--- config.mk ---
export PLATFORM = sky130hd
export DESIGN_NAME = icr_irq_regs
export DESIGN_NICKNAME = d
export VERILOG_FILES = /design/src/hdl/icr_pkg.sv /design/src/hdl/icr_irq_regs.sv
export SDC_FILE = /design/constraint.sdc
export NUM_CORES = 1
export LEC_CHECK = 0
export BUFFER_PORTS_ARGS = -buffer_cell sky130_fd_sc_hd__buf_2
export CAP_MARGIN = 20
export CORE_MARGIN = 2
export CORE_UTILIZATION = 48
export DETAILED_ROUTE_END_ITERATION = 6
export GPL_ROUTABILITY_DRIVEN = 0
export PLACE_DENSITY = 0.79
export REMOVE_ABC_BUFFERS = 1
export SYNTH_ARGS = -nofsm -noshare
export SYNTH_HDL_FRONTEND = slang
export SYNTH_SLANG_ARGS = --single-unit
--- constraint.sdc ---
create_clock -name clk -period 1.9 [get_ports clk]
set_input_delay 0.57 -clock clk [delete_from_list [all_inputs] [get_ports clk]]
set_output_delay 0.57 -clock clk [all_outputs]
set_load 0.02 [all_outputs]
--- src/hdl/icr_pkg.sv ---
// Constants for the interrupt control register block
package icr_pkg;

  // ==========================================================
  // Register map (word index on the plain register port)
  localparam logic [2:0] ADDR_GLOBAL_CTRL   = 3'h0;
  localparam logic [2:0] ADDR_EDGE_PULLUP   = 3'h1;
  localparam logic [2:0] ADDR_EXT_CTRL      = 3'h2;
  localparam logic [2:0] ADDR_PERIPH_FLAGS  = 3'h3;
  localparam logic [2:0] ADDR_RESET_CTRL    = 3'h4;

  // ==========================================================
  // Global interrupt control fields
  localparam int GLB_HIGH_ENABLE   = 7;
  localparam int GLB_PERIPH_LOW_EN = 6;
  localparam int GLB_T0_ENABLE     = 5;
  localparam int GLB_EXT0_ENABLE   = 4;
  localparam int GLB_PORT_ENABLE   = 3;
  localparam int GLB_T0_FLAG       = 2;
  localparam int GLB_EXT0_FLAG     = 1;
  localparam int GLB_PORT_FLAG     = 0;

  // Edge, pull-up and priority control fields
  localparam int EDG_PULLUP_DISABLE = 7;
  localparam int EDG_EXT0_EDGE      = 6;
  localparam int EDG_EXT1_EDGE      = 5;
  localparam int EDG_EXT2_EDGE      = 4;
  localparam int EDG_T0_PRIORITY    = 2;
  localparam int EDG_PORT_PRIORITY  = 0;

  // External interrupt control fields
  localparam int EXT_EXT2_PRIORITY = 7;
  localparam int EXT_EXT1_PRIORITY = 6;
  localparam int EXT_EXT2_ENABLE   = 4;
  localparam int EXT_EXT1_ENABLE   = 3;
  localparam int EXT_EXT2_FLAG     = 1;
  localparam int EXT_EXT1_FLAG     = 0;

  // Peripheral flag fields
  localparam int PIR_RX_FULL  = 5;
  localparam int PIR_TX_EMPTY = 4;

  // Reset control: priority scheme enable position
  localparam int RST_PRIORITY_ENABLE = 7;

  // ==========================================================
  // Writable masks and reset values
  localparam logic [7:0] EDGE_PULLUP_MASK   = 8'hf5;
  localparam logic [7:0] EXT_CTRL_MASK      = 8'hdb;
  localparam logic [7:0] PIR_SW_MASK        = 8'hcf;
  localparam logic [7:0] GLOBAL_CTRL_RESET  = 8'h00;
  localparam logic [7:0] EDGE_PULLUP_RESET  = 8'hf5;
  localparam logic [7:0] EXT_CTRL_RESET     = 8'hc0;
  localparam logic [7:0] PERIPH_FLAGS_RESET = 8'h00;

  // ==========================================================
  // Vector addresses handed to the core
  localparam logic [23:0] VECTOR_HIGH = 24'h000008;
  localparam logic [23:0] VECTOR_LOW  = 24'h000018;

  // Pin bundle: bits 2..0 external pins, bits 6..3 upper port pins
  localparam int PIN_COUNT = 7;

endpackage

--- src/hdl/icr_irq_regs.sv ---
// Interrupt control registers, flag capture and vector request logic
`timescale 1ns/1ps
module icr_irq_regs
  import icr_pkg::*;
(
  input  wire logic        clk,
  input  wire logic        arst_n,
  input  wire logic        ce,
  input  wire logic [2:0]  regAddr,
  input  wire logic [7:0]  regWdata,
  input  wire logic        regWrite,
  input  wire logic        regRead,
  output logic      [7:0]  regRdata,
  input  wire logic [2:0]  extPins,
  input  wire logic [3:0]  upperPortBPins,
  input  wire logic        portBDataRead,
  input  wire logic [7:0]  portBLatch,
  output logic      [7:0]  pullupEnable,
  input  wire logic        timerZeroOverflow,
  input  wire logic        parallelPortAccess,
  input  wire logic        conversionDone,
  input  wire logic        receiveLoaded,
  input  wire logic        receiveBufferRead,
  input  wire logic        transmitFreed,
  input  wire logic        transmitBufferWrite,
  input  wire logic        syncSerialDone,
  input  wire logic        captureCompareEvent,
  input  wire logic        timerTwoMatch,
  input  wire logic        timerOneOverflow,
  input  wire logic [7:0]  peripheralEnable,
  input  wire logic [7:0]  peripheralPriority,
  output logic             irqRequest,
  output logic      [23:0] irqVector,
  input  wire logic        irqAccept
);
  import icr_pkg::*;

  // ==========================================================
  // Helpers
  // Merge a software write under a mask, then let hardware sets win
  function automatic logic [7:0] mergeFlags(input logic [7:0] cur,
                                            input logic       wr,
                                            input logic [7:0] wdat,
                                            input logic [7:0] mask,
                                            input logic [7:0] setv);
    logic [7:0] base;
    base = wr ? ((wdat & mask) | (cur & ~mask)) : cur;
    return base | setv;
  endfunction

  // Edge detect with selectable polarity
  function automatic logic edgeHit(input logic prev,
                                   input logic cur,
                                   input logic rising);
    return rising ? (cur & ~prev) : (~cur & prev);
  endfunction

  // ==========================================================
  // Registers
  logic [7:0]           globalCtrl_reg;
  logic [7:0]           edgePullup_reg;
  logic [7:0]           extCtrl_reg;
  logic [7:0]           periphFlags_reg;
  logic                 priorityScheme_reg;
  logic [PIN_COUNT-1:0] pinMeta_reg;
  logic [PIN_COUNT-1:0] pinSyncA_reg;
  logic [PIN_COUNT-1:0] pinSyncB_reg;
  logic [PIN_COUNT-1:0] pinFilt_reg;
  logic [PIN_COUNT-1:0] pinPrev_reg;
  logic [3:0]           portSnap_reg;
  logic                 irqRequest_reg;
  logic [23:0]          irqVector_reg;
  logic [7:0]           regRdata_reg;
  logic [7:0]           pullupEnable_reg;

  // Decoded strobes and events
  logic       wrGlobal;
  logic       wrEdge;
  logic       wrExt;
  logic       wrPeriph;
  logic       wrReset;
  logic [2:0] extEdge;
  logic       portMismatch;
  logic [7:0] globalSet;
  logic [7:0] extSet;
  logic [7:0] periphSet;
  logic       acceptNow;

  // Address decode for software writes
  always_comb begin
    wrGlobal = 1'b0;
    wrEdge   = 1'b0;
    wrExt    = 1'b0;
    wrPeriph = 1'b0;
    wrReset  = 1'b0;
    if (regWrite && regAddr == ADDR_GLOBAL_CTRL) begin
      wrGlobal = 1'b1;
    end else if (regWrite && regAddr == ADDR_EDGE_PULLUP) begin
      wrEdge = 1'b1;
    end else if (regWrite && regAddr == ADDR_EXT_CTRL) begin
      wrExt = 1'b1;
    end else if (regWrite && regAddr == ADDR_PERIPH_FLAGS) begin
      wrPeriph = 1'b1;
    end else if (regWrite && regAddr == ADDR_RESET_CTRL) begin
      wrReset = 1'b1;
    end
  end

  // ==========================================================
  // Pin synchronisers: three stages, change taken when last two agree
  always_ff @(posedge clk or negedge arst_n) begin
    if (!arst_n) begin
      pinMeta_reg  <= '0;
      pinSyncA_reg <= '0;
      pinSyncB_reg <= '0;
    end else if (ce) begin
      pinMeta_reg  <= {upperPortBPins, extPins};
      pinSyncA_reg <= pinMeta_reg;
      pinSyncB_reg <= pinSyncA_reg;
    end
  end

  // Filtered level per pin; a lone glitch in stage A never reaches it
  always_ff @(posedge clk or negedge arst_n) begin
    if (!arst_n) begin
      pinFilt_reg <= '0;
      pinPrev_reg <= '0;
    end else if (ce) begin
      pinFilt_reg <= (pinSyncA_reg & pinSyncB_reg) |
                     (pinFilt_reg & (pinSyncA_reg ^ pinSyncB_reg));
      pinPrev_reg <= pinFilt_reg;
    end
  end

  // Edge events on the external pins
  always_comb begin
    extEdge[0] = edgeHit(pinPrev_reg[0], pinFilt_reg[0],
                         edgePullup_reg[EDG_EXT0_EDGE]);
    extEdge[1] = edgeHit(pinPrev_reg[1], pinFilt_reg[1],
                         edgePullup_reg[EDG_EXT1_EDGE]);
    extEdge[2] = edgeHit(pinPrev_reg[2], pinFilt_reg[2],
                         edgePullup_reg[EDG_EXT2_EDGE]);
  end

  // Port snapshot taken when software reads the port data
  always_ff @(posedge clk or negedge arst_n) begin
    if (!arst_n) begin
      portSnap_reg <= '0;
    end else if (ce && portBDataRead) begin
      portSnap_reg <= pinFilt_reg[6:3];
    end
  end

  // Mismatch stays asserted, so the flag keeps coming back until a read
  assign portMismatch = (pinFilt_reg[6:3] != portSnap_reg);

  // ==========================================================
  // Hardware set vectors, independent of every enable
  always_comb begin
    globalSet                = '0;
    globalSet[GLB_T0_FLAG]   = timerZeroOverflow;
    globalSet[GLB_EXT0_FLAG] = extEdge[0];
    globalSet[GLB_PORT_FLAG] = portMismatch;
    extSet                   = '0;
    extSet[EXT_EXT2_FLAG]    = extEdge[2];
    extSet[EXT_EXT1_FLAG]    = extEdge[1];
    periphSet = {parallelPortAccess, conversionDone, receiveLoaded,
                 transmitFreed, syncSerialDone, captureCompareEvent,
                 timerTwoMatch, timerOneOverflow};
  end

  // ==========================================================
  // Global control: sticky flags, enables, cleared on acceptance
  assign acceptNow = irqAccept && irqRequest_reg;

  always_ff @(posedge clk or negedge arst_n) begin
    if (!arst_n) begin
      globalCtrl_reg <= GLOBAL_CTRL_RESET;
    end else if (ce) begin
      globalCtrl_reg <= mergeFlags(globalCtrl_reg, wrGlobal, regWdata,
                                   8'hff, globalSet);
      if (acceptNow) begin
        // Only the enable that let this request through is dropped
        if (!priorityScheme_reg || irqVector_reg == VECTOR_HIGH) begin
          globalCtrl_reg[GLB_HIGH_ENABLE] <= 1'b0;
        end else begin
          globalCtrl_reg[GLB_PERIPH_LOW_EN] <= 1'b0;
        end
      end
    end
  end

  // Edge select, pull-up and priority bits; holes stay zero
  always_ff @(posedge clk or negedge arst_n) begin
    if (!arst_n) begin
      edgePullup_reg <= EDGE_PULLUP_RESET;
    end else if (ce && wrEdge) begin
      edgePullup_reg <= regWdata & EDGE_PULLUP_MASK;
    end
  end

  // External interrupt 1 and 2 control with sticky flags
  always_ff @(posedge clk or negedge arst_n) begin
    if (!arst_n) begin
      extCtrl_reg <= EXT_CTRL_RESET;
    end else if (ce) begin
      extCtrl_reg <= mergeFlags(extCtrl_reg, wrExt, regWdata,
                                EXT_CTRL_MASK, extSet);
    end
  end

  // Peripheral flags; buffer status bits ignore software writes
  always_ff @(posedge clk or negedge arst_n) begin
    if (!arst_n) begin
      periphFlags_reg <= PERIPH_FLAGS_RESET;
    end else if (ce) begin
      periphFlags_reg <= mergeFlags(periphFlags_reg, wrPeriph, regWdata,
                                    PIR_SW_MASK, periphSet);
      if (receiveBufferRead && !receiveLoaded) begin
        periphFlags_reg[PIR_RX_FULL] <= 1'b0;
      end
      if (transmitBufferWrite && !transmitFreed) begin
        periphFlags_reg[PIR_TX_EMPTY] <= 1'b0;
      end
    end
  end

  // Priority scheme switch
  always_ff @(posedge clk or negedge arst_n) begin
    if (!arst_n) begin
      priorityScheme_reg <= 1'b0;
    end else if (ce && wrReset) begin
      priorityScheme_reg <= regWdata[RST_PRIORITY_ENABLE];
    end
  end

  // ==========================================================
  // Request arbitration
  logic [7:0] srcPending;
  logic [7:0] srcPriority;
  logic       corePending;
  logic       periphPending;
  logic       highPending;
  logic       lowPending;
  logic       compatReq;

  // Core sources: timer 0, ext 0..2, port change; ext 0 is always high
  always_comb begin
    srcPending  = '0;
    srcPriority = '0;
    srcPending[0]  = globalCtrl_reg[GLB_T0_FLAG] & globalCtrl_reg[GLB_T0_ENABLE];
    srcPending[1]  = globalCtrl_reg[GLB_EXT0_FLAG] & globalCtrl_reg[GLB_EXT0_ENABLE];
    srcPending[2]  = extCtrl_reg[EXT_EXT1_FLAG] & extCtrl_reg[EXT_EXT1_ENABLE];
    srcPending[3]  = extCtrl_reg[EXT_EXT2_FLAG] & extCtrl_reg[EXT_EXT2_ENABLE];
    srcPending[4]  = globalCtrl_reg[GLB_PORT_FLAG] & globalCtrl_reg[GLB_PORT_ENABLE];
    srcPriority[0] = edgePullup_reg[EDG_T0_PRIORITY];
    srcPriority[1] = 1'b1;
    srcPriority[2] = extCtrl_reg[EXT_EXT1_PRIORITY];
    srcPriority[3] = extCtrl_reg[EXT_EXT2_PRIORITY];
    srcPriority[4] = edgePullup_reg[EDG_PORT_PRIORITY];
  end

  // Pending per priority class; priority bits ignored in compatibility
  always_comb begin
    corePending   = |srcPending;
    periphPending = |(periphFlags_reg & peripheralEnable);
    compatReq     = globalCtrl_reg[GLB_HIGH_ENABLE] &
                    (corePending | (globalCtrl_reg[GLB_PERIPH_LOW_EN] &
                                    periphPending));
    highPending   = globalCtrl_reg[GLB_HIGH_ENABLE] &
                    (|(srcPending & srcPriority) |
                     |(periphFlags_reg & peripheralEnable & peripheralPriority));
    // A low request still needs the high enable, so clearing it stops all
    lowPending    = globalCtrl_reg[GLB_HIGH_ENABLE] &
                    globalCtrl_reg[GLB_PERIPH_LOW_EN] &
                    (|(srcPending & ~srcPriority) |
                     |(periphFlags_reg & peripheralEnable &
                       ~peripheralPriority));
  end

  // Registered request and vector toward the core
  always_ff @(posedge clk or negedge arst_n) begin
    if (!arst_n) begin
      irqRequest_reg <= 1'b0;
      irqVector_reg  <= VECTOR_HIGH;
    end else if (ce) begin
      if (!priorityScheme_reg) begin
        irqRequest_reg <= compatReq & ~acceptNow;
        irqVector_reg  <= VECTOR_HIGH;
      end else begin
        irqRequest_reg <= (highPending | lowPending) & ~acceptNow;
        irqVector_reg  <= highPending ? VECTOR_HIGH : VECTOR_LOW;
      end
    end
  end

  assign irqRequest = irqRequest_reg;
  assign irqVector  = irqVector_reg;

  // ==========================================================
  // Pull-up control toward the port pads
  always_ff @(posedge clk or negedge arst_n) begin
    if (!arst_n) begin
      pullupEnable_reg <= '0;
    end else if (ce) begin
      pullupEnable_reg <= edgePullup_reg[EDG_PULLUP_DISABLE] ? 8'h00
                                                             : portBLatch;
    end
  end

  assign pullupEnable = pullupEnable_reg;

  // ==========================================================
  // Read data, valid only in the cycle after the read strobe
  always_ff @(posedge clk or negedge arst_n) begin
    if (!arst_n) begin
      regRdata_reg <= '0;
    end else if (ce) begin
      regRdata_reg <= 8'h00;
      if (regRead) begin
        if (regAddr == ADDR_GLOBAL_CTRL) begin
          regRdata_reg <= globalCtrl_reg;
        end else if (regAddr == ADDR_EDGE_PULLUP) begin
          regRdata_reg <= edgePullup_reg & EDGE_PULLUP_MASK;
        end else if (regAddr == ADDR_EXT_CTRL) begin
          regRdata_reg <= extCtrl_reg & EXT_CTRL_MASK;
        end else if (regAddr == ADDR_PERIPH_FLAGS) begin
          regRdata_reg <= periphFlags_reg;
        end else if (regAddr == ADDR_RESET_CTRL) begin
          regRdata_reg <= {priorityScheme_reg, 7'h00};
        end
      end
    end
  end

  assign regRdata = regRdata_reg;
endmodule

# == Yosys cells after proc, flatten, opt, wreduce, memory -nomap -nowiden ==
# Index checks and enable logic that the tools add are counted.
# totals
mem_count,0
ram_bits,0
output_inout_bits,41
latchBits,0
romBits,0
input_bits,60
register_bits,107
elab_cells,124
# classes
shifts,0
addsub,0
mul,0
reduce_logical,22
div_mod_pow,0
eq_ne,6
n_bitwise,45
magnitude_cmp,0
muxes,36
# op_table
cell,n
two-way mux 8 bit,10
OR reduction 8 bit,5
AND 8 bit,3
"equality test 24 x 4 -> 1 bit, second input constant",1
two-way mux 1 bit,23
AND 1 bit,18
OR 8 x 6 -> 8 bit,2
AND 7 bit,2
logical AND 1 bit,11
two-way mux 5 bit,2
AND 5 x 8 -> 8 bit,1
NOT 5 -> 8 bit,1
NOT 8 bit,1
OR 8 x 2 -> 8 bit,1
OR 8 x 3 -> 8 bit,1
OR 8 bit,1
NOT 1 bit,7
OR 7 bit,1
bitwise XOR 7 bit,1
"equality test 3 x 2 -> 1 bit, second input constant",2
AND 5 bit,1
OR reduction 5 bit,1
inequality test 4 bit,1
OR 1 bit,4
other kinds (6),8

# == Logic depth before layout (Yosys ltp) ==
# Gate-level depths: netlist (run 1).
# logic_depth
depth_word,9
mapped_depth,6
ltp_nobuf,6

# == Worst setup path after synthesis (run 1) ==
# Ideal clock, no wire load.
# synth_path
kind,input port to flip-flop
from,input port regAddr[0]
to,register globalCtrl_reg[3]
n_path_buf,2
cell_stages,5
arrival_time_ns,1.771
path_slack_ns,0.002
path_cell_list,clkbuf_1 -> or3_1 -> clkbuf_1 -> nor2_4 -> mux2_1
# synth_between
elab_chain_cells,5
# synth_lines
element,line,rtl
"start, declared",icr_irq_regs.sv:9,"input wire logic [2:0] regAddr,"
logical NOT 3 bit,icr_irq_regs.sv:96,if (regWrite && regAddr == ADDR_GLOBAL_CTRL) begin
logical AND 1 bit,icr_irq_regs.sv:96,
two-way mux 1 bit,icr_irq_regs.sv:96,
two-way mux 8 bit,icr_irq_regs.sv:47,base = wr ? ((wdat & mask) | (cur & ~mask)) : cur;
OR 8 x 3 -> 8 bit,icr_irq_regs.sv:48,return base | setv;
"end signal, assigned",icr_irq_regs.sv:180,"globalCtrl_reg <= mergeFlags(globalCtrl_reg, wrGlobal, regWdata,"
"end, declared",icr_irq_regs.sv:60,logic [7:0] globalCtrl_reg;
# No other way between the ends.
# A chain may end at the register's enable or synchronous reset.

# == Worst setup path after layout (run 1) ==
# layout_path
from,register edgePullup_reg[2]
to,register irqRequest_reg (netlist: irqRequest)
# layout_between
elab_chain_cells,8
# layout_lines
element,line,rtl
"start, declared",icr_irq_regs.sv:61,logic [7:0] edgePullup_reg;
"start signal, assigned",icr_irq_regs.sv:198,edgePullup_reg <= regWdata & EDGE_PULLUP_MASK;
NOT 5 -> 8 bit,icr_irq_regs.sv:276,(|(srcPending & ~srcPriority) |
AND 5 x 8 -> 8 bit,icr_irq_regs.sv:276,
OR reduction 8 bit,icr_irq_regs.sv:276,
OR 1 bit,icr_irq_regs.sv:277,|(periphFlags_reg & peripheralEnable &
AND 1 bit,icr_irq_regs.sv:275,globalCtrl_reg[GLB_PERIPH_LOW_EN] &
OR 1 bit (*),icr_irq_regs.sv:291,irqRequest_reg <= (highPending | lowPending) & ~acceptNow;
AND 1 bit (*),icr_irq_regs.sv:291,
two-way mux 1 bit (*),icr_irq_regs.sv:287,if (!priorityScheme_reg) begin
"end signal, assigned",icr_irq_regs.sv:288,irqRequest_reg <= compatReq & ~acceptNow;
"end signal, assigned",icr_irq_regs.sv:291,
"end, declared",icr_irq_regs.sv:71,logic irqRequest_reg;
# Every way passes the cells marked *; elsewhere a longest branch is shown, timed or not.

==> run metrics, run 1 <==
DRC viols 0; # fillers 696; status finished clean; Switching Fraction 0.311; Placed Cells 562; Congestion Overflow GR 0; TritonCTS clock tree built; end of the critical path irqRequest; pwr/cell area 1020 nW/um^2; Post-synth EDFFs 0; max_cap viols 0; critical-path cell list o22ai_1, or4_1, o311a_1, o2111ai_1, o21ai_1; antenna violation net count after detailed routing 0; initial core utilization 0.496; most frequent cell after synthesis dfrtp_1; largest family of logic cells by synthesized area multiplexers; crit end category flip-flop; core area 8220 um^2; leak pwr 0.00228 uW; WS Path Type reg -> reg; Final Non-Filler Cells 579; I/O pin cnt 101; Comb pwr share 0.245; r2r endpoint irqRequest; fin crit share 0.963; #FFs+latches synth 82; sequential share of the synthesized area 0.506; Sequential Power Share 0.494; Final Util 0.593; CTS sink count 82; first drt pass iteration count 5; top cells by area, synth dfrtp_1 (45%), mux2_1 (12%), dfstp_2 (5.2%), buf_4 (4.2%), nand2_1 (3.3%); simple-gate share of the synthesized area 0.132; average cell area after synthesis 10.9 um^2; Fmax 546 MHz; Critical Path RT 2.14 ns; Worst-path clk slew 0.08 ns; Warnings, synthesis 0; FF-to-FF path depth 5; number of port buffers 77; Setup Skew 0.00929 ns; FF+latch area 2060 um^2; Post-synth top cells dfrtp_1 (74), mux2_1 (44), nand2_1 (36); Yosys top cell area share 0.454; Critical Path AT 2.07 ns; Global Route Usage Sum 0.211; total die area 9250 um^2; Compound-Gate Fraction of Synth Area 0.119; Post-Synth Adder-Cell Area 0.0215; worst reg-to-reg setup slack 0.07 ns; Buf/Inv on CP 0; Final #Nets 536; chip width 96.2 um; Die H 96.2 um; CTS buffer count 9; delay-heaviest family, CP compound AO/OA/AOI/OAI gates; number of global-route vias before repair 3026; drt via density 5.50; multi-input logic area 1800 um^2; distinct cell type count after synthesis 42; Final Hold Fails 0; CP max-delay cell dfstp_2; first-pass GRT wire length 14800 um; largest net degree at the start of global routing 75; internal power 3440 uW; Synth area leader dfrtp_1; worst stage delay on the critical path 0.54 ns; routed wire length 9370 um; mapped cell area 4080 um^2; min cycle time layout 1.83 ns; Primary FF master, synth dfrtp_1; CP Launch Type flip-flop; Clock Power Share 0.261; asr flop ratio synth 1.00; switching pwr 1550 uW; mux contribution to synthesized area 0.139; Final HPWL DP 6820 um; Peak VDD IR 0.000459 V; Cells after Synth 373; # diodes 0; Final setup viols 0; Initial DRC Count 189; share of layout cells above drive strength 1 0.270; Vias 3183; CP Launch Point edgePullup_reg[2]; Reg2Reg Launch Point edgePullup_reg[2]; total chip power 4990 uW; mean routed wirelength per cell 16.2 um; CP max FO 2; CP Depth 5; area delta synth->final 19.6%; initial antenna violation count 0; FP Rows 33; Longest Clk Path Bufs 2; pins over their slew limit 0; worst hold-check path type in -> async; H-Tree Depth 3; RSZ-0062 raised after global routing false; Synth Area in XOR/XNOR 0.00859; Skew-Pair Late Insertion Delay 0.36 ns; clock root buffer clkbuf_8
## cell families after synthesis
kind of cell / count (synthesis)
xor+xnor: 4
other cells: 2
flops: 82
mux: 51
compound gates: 67
fa+ha+maj: 7
buf+inv: 56
simple gates: 104
## worst min-delay path by stage
stage,end,slack [ns],start,cells after the start
after global routing,pinSyncA_reg[5],0.07,arst_n,1
after detailed placement,pinSyncA_reg[5],0.45,arst_n,1
after CTS,pinMeta_reg[3],0.06,arst_n,1
final,pinSyncA_reg[3],0.07,arst_n,1
after floorplan,extCtrl_reg[0],0.27,arst_n,0
after global placement,pinMeta_reg[5],0.45,arst_n,1
## repair_timing
action,CTS,global route
setup buffers,0,1
resized for setup,0,0
hold buffers,0,0
setup endpoints to repair,0,1
## layout by cell type, fill, tap and decap left out, types with 10 or more instances in the layout
cell	count
mux2_1	44
nand2_1	36
nand2b_1	10
nand3_1	11
o22ai_1	10
buf_4	23
conb_1	23
dfrtp_1	74
buf_2	76
o21ai_1	10
inv_1	18
clkbuf_8	11
a221o_1	10
nor2_1	13
nor2b_1	11
## layer usage
layer  up-vias  routed length [um]  track usage
li1       1478                   -            -
met1      1557                3920        0.266
met2       125                4630        0.348
met3        23                 621       0.0439
met4         0                 196       0.0952
met5         -                   0            0
## final cells by class
cell class / count / area share
repair buffers: 102 / 0.126
flip-flops and latches: 82 / 0.423
clock inverters: 4 / 0.0103
inverters: 18 / 0.0139
clock buffers: 12 / 0.0318
multi-input cells: 256 / 0.368
well taps: 105 / 0.0269
## through the flow
| stage | area [um^2] | setup TNS, ns | hold slack, ns | worst slack (ns) |
|---|---|---|---|---|
| final | 4880 | 0 | 0.0663 | 0.0699 |
| after global routing | 4880 | 0 | 0.0744 | 0.0182 |
| after CTS | 4870 | 0 | 0.0637 | 0.00147 |
| after detailed placement | 4660 | -0.201 | 0.448 | -0.201 |
| after global placement | 4660 | -0.169 | 0.445 | -0.169 |
| after floorplan | 3930 | 0 | 0.274 | 0.0123 |
## power groups by stage
stage | Combinational, uW | Sequential (uW) | Clock [uW]
2_1_floorplan | 700 | 2470 | 0
3_3_place_gp | 1160 | 2470 | 0
3_5_place_dp | 1210 | 2490 | 0
6_report | 1220 | 2460 | 1300
4_1_cts | 1220 | 2460 | 1330
5_1_grt | 1360 | 2520 | 1400
Power figures use the tool's default switching activity.
==> run 2: changes to the inputs <==
--- a/config.mk
+++ b/config.mk
@@ -5,14 +5,14 @@
 export SDC_FILE = /design/constraint.sdc
 export NUM_CORES = 1
 export LEC_CHECK = 0
+export ABC_AREA = 1
 export BUFFER_PORTS_ARGS = -buffer_cell sky130_fd_sc_hd__buf_2
 export CAP_MARGIN = 20
 export CORE_MARGIN = 2
-export CORE_UTILIZATION = 48
+export CORE_UTILIZATION = 49
 export DETAILED_ROUTE_END_ITERATION = 6
 export GPL_ROUTABILITY_DRIVEN = 0
-export PLACE_DENSITY = 0.79
-export REMOVE_ABC_BUFFERS = 1
+export PLACE_DENSITY = 0.8
 export SYNTH_ARGS = -nofsm -noshare
 export SYNTH_HDL_FRONTEND = slang
 export SYNTH_SLANG_ARGS = --single-unit
==> run metrics, run 2 <==
Fmax 656 MHz (+20%); Congestion Overflow GR 0 (unchanged); top cells by area, synth dfrtp_1 (44%), nand2_1 (18%), dfstp_2 (5.0%), nand3_1 (4.5%), buf_4 (4.4%); antenna violation net count after detailed routing 0 (unchanged); r2r endpoint irqRequest; Vias 3768 (+18%); Cells after Synth 532 (+43%); delay-heaviest family, CP flip-flops; # diodes 0 (unchanged); Buf/Inv on CP 1 (+1); worst stage delay on the critical path 0.42 ns (-0.12 ns); Global Route Usage Sum 0.229 (+0.0183); met3 global-route usage 0.0525 (+0.00867); Worst-path clk slew 0.09 ns (about the same); Post-synth EDFFs 0 (unchanged); WS Path Type reg -> out; clock root buffer clkbuf_8; worst reg-to-reg setup slack 0.50 ns (+0.43 ns); fin crit share 0.802 (-0.161); max_cap viols 0 (unchanged); Post-synth top cells nand2_1 (205), dfrtp_1 (74), inv_1 (41); worst slack at placement 0.184 ns (+0.385 ns); Final Non-Filler Cells 722 (+25%); CP max FO 4 (+2); Sequential Power Share 0.477 (-0.017); RSZ-0062 raised after global routing false; Setup Skew 0.0131 ns (+0.00380 ns); Final HPWL DP 7450 um (+9.2%); status finished clean; number of port buffers 77 (unchanged); Comb pwr share 0.207 (-0.038); switching pwr 1520 uW (-1.7%); Final Hold Fails 0 (unchanged); initial core utilization 0.511 (+0.0151); commonest non-fill, non-tap cell in the layout nand2_1; largest net degree at the start of global routing 32 (-57%); mapped cell area 4240 um^2 (+4.1%); number of global-route vias before repair 3752 (+24%); FP Rows 33 (unchanged); Clock Power Share 0.317 (+0.056); Initial DRC Count 244 (+29%); Critical Path AT 0.95 ns (-1.12 ns); most frequent cells in the layout nand2_1 (205), buf_2 (76), dfrtp_1 (74); Synth area leader dfrtp_1; chip width 97.1 um (+0.93%); Reg2Reg Launch Point edgePullup_reg[2]; total die area 9420 um^2 (+1.9%); Setup WS post-layout 0.375 ns (+0.305 ns); hold_buf cts 0 (unchanged); # resized after CTS 0 (unchanged); Die H 97.1 um (+0.93%); drt via density 5.22 (-5.1%); met2 Usage GRT 0.376 (+0.0283); core area 8300 um^2 (+1.0%); Final setup viols 0 (unchanged); I/O pin cnt 101 (unchanged); pwr/cell area 980 nW/um^2 (-4.1%); share of layout cells above drive strength 1 0.216 (-0.0545); Yosys top cell area share 0.436 (-0.0178); leak pwr 0.00277 uW (+22%); internal power 3300 uW (-4.0%); TNS Setup 0 ns (unchanged); Primary FF master, synth dfrtp_1; gr busiest metal met2; critical-path cell list buf_2; Critical Path RT 1.33 ns (-0.81 ns); pins over their slew limit 0 (unchanged); routed wire length 10100 um (+7.7%); sequential share of the synthesized area 0.486 (-0.0198); worst hold-check path type in -> async; GR Util met1 0.292 (+0.0260); Min Hold Slack 0.117 ns (+0.0508 ns); first drt pass iteration count 5 (unchanged); CTS buffer count 9 (unchanged); DRC viols 0 (unchanged); Switching Fraction 0.316 (+0.00513); Peak VDD IR 0.000438 V (-4.6%); Final #Nets 679 (+27%); FF-to-FF path depth 9 (+4); distinct cell type count after synthesis 35 (-17%); mean routed wirelength per cell 14.0 um (-14%); CP max-delay cell dfrtp_1; average cell area after synthesis 7.98 um^2 (-27%); most frequent cell after synthesis nand2_1; min cycle time layout 1.52 ns (-0.305 ns); CP Launch Type flip-flop; asr flop ratio synth 1.00 (unchanged); #FFs+latches synth 82 (unchanged); crit end category output port; first-pass GRT wire length 17500 um (+19%); Skew-Pair Late Insertion Delay 0.36 ns (about the same); Placed Cells 706 (+26%); TritonCTS clock tree built; Longest Clk Path Bufs 2 (unchanged); CTS sink count 82 (unchanged); area delta synth->final 15.9%; initial antenna violation count 0 (unchanged); setup bufs post-CTS 0 (unchanged); Warnings, synthesis 0 (unchanged); H-Tree Depth 3 (unchanged)
-- run 2: cell families (layout without fill, tap and decap cells) --
family | count (synthesis) | in the layout | share of synthesized area
AO/OA/AOI/OAI | 76 | 76 | 0.105
buffers and inverters | 86 | 150 | 0.102
other | 2 | 23 | 0.00177
adder cells (fa/ha/maj) | 7 | 7 | 0.0206
flip-flops | 82 | 82 | 0.486
AND/OR/NAND/NOR | 275 | 275 | 0.275
multiplexers | 2 | 2 | 0.00531
XOR/XNOR | 2 | 2 | 0.00413
-- run 2: area by class of cell --
cell class,count,area (um^2)
multi-input cells,385,1830
clock buffers,9,124
clock inverters,7,118
flip-flops and latches,82,2060
fillers,719,3380
repair buffers,85,473
well taps,105,131
inverters,49,184
-- run 2: per-stage QoR --
step | util | instance area (um^2) | power [uW]
2_1_floorplan | - | 4320 | 2970
3_3_place_gp | 0.564 | 4680 | 3270
3_5_place_dp | 0.564 | 4680 | 3310
4_1_cts | 0.593 | 4920 | 4850
5_1_grt | 0.593 | 4920 | 5130
6_report | 0.593 | 4920 | 4820
-- run 2: worst max-delay path by stage --
| stage | depth (start not counted) | startpoint | endpoint |
|---|---|---|---|
| finish | 1 | irqRequest | irqRequest |
| global route | 1 | irqRequest | irqRequest |
| CTS | 1 | irqRequest | irqRequest |
| detailed placement | 6 | regAddr[2] | regRdata[1] |
| global placement | 6 | regAddr[2] | regRdata[6] |
| floorplan | 6 | regAddr[2] | globalCtrl_reg[6] |
-- run 2: power by group through the flow --
stage | clock, uW | combinational (uW) | sequential [uW]
after floorplan | 0 | 651 | 2310
after global placement | 0 | 960 | 2310
after detailed placement | 0 | 991 | 2320
after CTS | 1560 | 1000 | 2290
after global routing | 1640 | 1150 | 2340
final | 1530 | 998 | 2300
-- run 2: routing by layer --
layer / share of wire / vias up
met1: 0.42 / 1758
li1: - / 1818
met2: 0.48 / 157
met3: 0.066 / 35
met4: 0.037 / 0
met5: 0 / -
==> run 3: changes to the inputs <==
--- a/config.mk
+++ b/config.mk
@@ -9,10 +9,10 @@
 export BUFFER_PORTS_ARGS = -buffer_cell sky130_fd_sc_hd__buf_2
 export CAP_MARGIN = 20
 export CORE_MARGIN = 2
-export CORE_UTILIZATION = 49
+export CORE_UTILIZATION = 54
 export DETAILED_ROUTE_END_ITERATION = 6
 export GPL_ROUTABILITY_DRIVEN = 0
-export PLACE_DENSITY = 0.8
+export PLACE_DENSITY = 0.83
 export SYNTH_ARGS = -nofsm -noshare
 export SYNTH_HDL_FRONTEND = slang
 export SYNTH_SLANG_ARGS = --single-unit
==> constraint.sdc (replaced) <==
create_clock -name clk -period 1.5 [get_ports clk]
set_input_delay 0.45 -clock clk [delete_from_list [all_inputs] [get_ports clk]]
set_output_delay 0.45 -clock clk [all_outputs]
set_load 0.02 [all_outputs]
==> run metrics, run 3 (synthesis results as in run 2) <==
most frequent cells in the layout nand2_1 (205), buf_2 (76), dfrtp_1 (74); status finished clean; CP Depth 9 (+8); Fmax 723 MHz; commonest non-fill, non-tap cell in the layout nand2_1; Vias 3739 (-0.77%); Final setup viols 0 (unchanged); Comb pwr share 0.217 (+0.010); pwr/cell area 1190 nW/um^2 (+22%); leak pwr 0.00279 uW (+0.76%); I/O pin cnt 101 (unchanged); Placed Cells 708 (+0.28%); CP Launch Type flip-flop; Sequential Power Share 0.489 (+0.012); CTS buffer count 9 (unchanged); end of the critical path irqRequest; CP max FO 3 (-1); Skew-Pair Late Insertion Delay 0.36 ns (about the same); Min Hold Slack 0.0678 ns (-0.0494 ns); first drt pass iteration count 5 (unchanged); area delta synth->final 17.1%; drt via density 5.16 (-1.0%); Peak VDD IR 0.000828 V (+89%); # diodes 0 (unchanged); Final Non-Filler Cells 724 (+0.28%); initial antenna violation count 0 (unchanged); internal power 4040 uW (+22%); Setup Skew 0.00944 ns (-0.00366 ns); # resized after CTS 0 (unchanged); Setup WS post-layout 0.116 ns (-0.259 ns); r2r endpoint irqRequest; number of port buffers 77 (unchanged); clock root buffer clkbuf_8; Reg2Reg Launch Point edgePullup_reg[2]; mean routed wirelength per cell 13.4 um (-4.3%); total die area 8580 um^2 (-8.9%); critical-path cell list inv_1, nand3_1, nand2_1, nor2_2, nand3_1, nand2_1, nand3_1, nand2_1, nand2_1; Die H 92.7 um (-4.5%); CP max-delay cell dfstp_2; Worst-path clk slew 0.09 ns (about the same); multi-input logic area 1830 um^2 (+0.14%); hold_buf cts 0 (unchanged); antenna violation net count after detailed routing 0 (unchanged); worst hold-check path type in -> async; Clock Power Share 0.293 (-0.024); number of global-route vias before repair 3548 (-5.4%); Congestion Overflow GR 0 (unchanged); FF+latch area 2060 um^2 (unchanged); setup bufs post-CTS 0 (unchanged); most numerous cell on the critical path nand2_1; CTS sink count 82 (unchanged); Final Hold Fails 0 (unchanged); FF-to-FF path depth 9 (unchanged); FP Rows 32 (-3.0%); first-pass GRT wire length 16100 um (-8.0%); Initial DRC Count 262 (+7.4%); CP Launch Point edgePullup_reg[2]; Buf/Inv on CP 1 (unchanged); initial core utilization 0.552 (+0.0407); worst slack at placement -0.0455 ns (-0.229 ns); Final Util 0.646 (+0.0537); RSZ-0062 raised after global routing false; crit end category flip-flop; core area 7690 um^2 (-7.4%); DRC viols 0 (unchanged); fin crit share 0.923; min cycle time layout 1.38 ns; chip width 92.7 um (-4.5%); delay-heaviest family, CP simple AND/OR/NAND/NOR gates; H-Tree Depth 3 (unchanged); worst reg-to-reg setup slack 0.12 ns (-0.38 ns); TritonCTS clock tree built; pins over their slew limit 0 (unchanged); Global Route Usage Sum 0.238 (+0.00844); worst stage delay on the critical path 0.56 ns (+0.14 ns); largest net degree at the start of global routing 43 (+34%); WS Path Type reg -> reg; TNS Setup 0 ns (unchanged); # fillers 675 (-6.1%); switching pwr 1900 uW (+25%); Critical Path AT 1.63 ns (+0.68 ns); Critical Path RT 1.75 ns (+0.42 ns); Final HPWL DP 7250 um (-2.7%); routed wire length 9690 um (-4.0%); max_cap viols 0 (unchanged); Switching Fraction 0.320 (+0.00411); Longest Clk Path Bufs 2 (unchanged); share of layout cells above drive strength 1 0.222 (+0.00631); Final #Nets 684 (+0.74%)
## run 3: area by class of cell
cell class                 instances  area share
tap                              102      0.0257
sequential                        82       0.415
timing repair buffer              90       0.110
inverter                          49      0.0370
clock inverter                     6      0.0181
multi-input combinational        385       0.368
clock buffer                      10      0.0257
## run 3: worst reg2reg max path: stages (launching register included)
cell     delay (ns)
dfstp_2        0.56
inv_1          0.07
nand3_1        0.11
nand2_1        0.09
nor2_2         0.11
nand3_1        0.09
nand2_1        0.08
nand3_1        0.07
nand2_1        0.06
nand2_1        0.05
## run 3: how the worst min path moves through the flow
stage,to,cells after the start,start
final,regRdata[3],2,arst_n
after global routing,pinSyncB_reg[4],2,arst_n
after CTS,pinFilt_reg[2],2,arst_n
after detailed placement,periphFlags_reg[7],2,arst_n
after global placement,periphFlags_reg[7],2,arst_n
after floorplan,extCtrl_reg[0],0,arst_n
## run 3: per-layer routing
| metal | vias to the layer above | routed length [um] | track usage |
|---|---|---|---|
| li1 | 1832 | - | - |
| met1 | 1716 | 3970 | 0.290 |
| met2 | 151 | 4640 | 0.392 |
| met3 | 40 | 655 | 0.0667 |
| met4 | 0 | 422 | 0.110 |
| met5 | - | 0 | 0 |
## run 3: through the flow
| stage | instance area (um^2) | power, uW |
|---|---|---|
| 2_1_floorplan | 4320 | 3760 |
| 3_3_place_gp | 4750 | 4140 |
| 3_5_place_dp | 4750 | 4210 |
| 4_1_cts | 4970 | 5960 |
| 5_1_grt | 4970 | 6300 |
| 6_report | 4970 | 5940 |
## run 3: power groups by stage
stage / clock, uW / sequential [uW] / combinational [uW]
CTS: 1780 / 2900 / 1290
global placement: 0 / 2910 / 1230
detailed placement: 0 / 2930 / 1280
floorplan: 0 / 2930 / 824
finish: 1740 / 2900 / 1290
global route: 1870 / 2950 / 1480
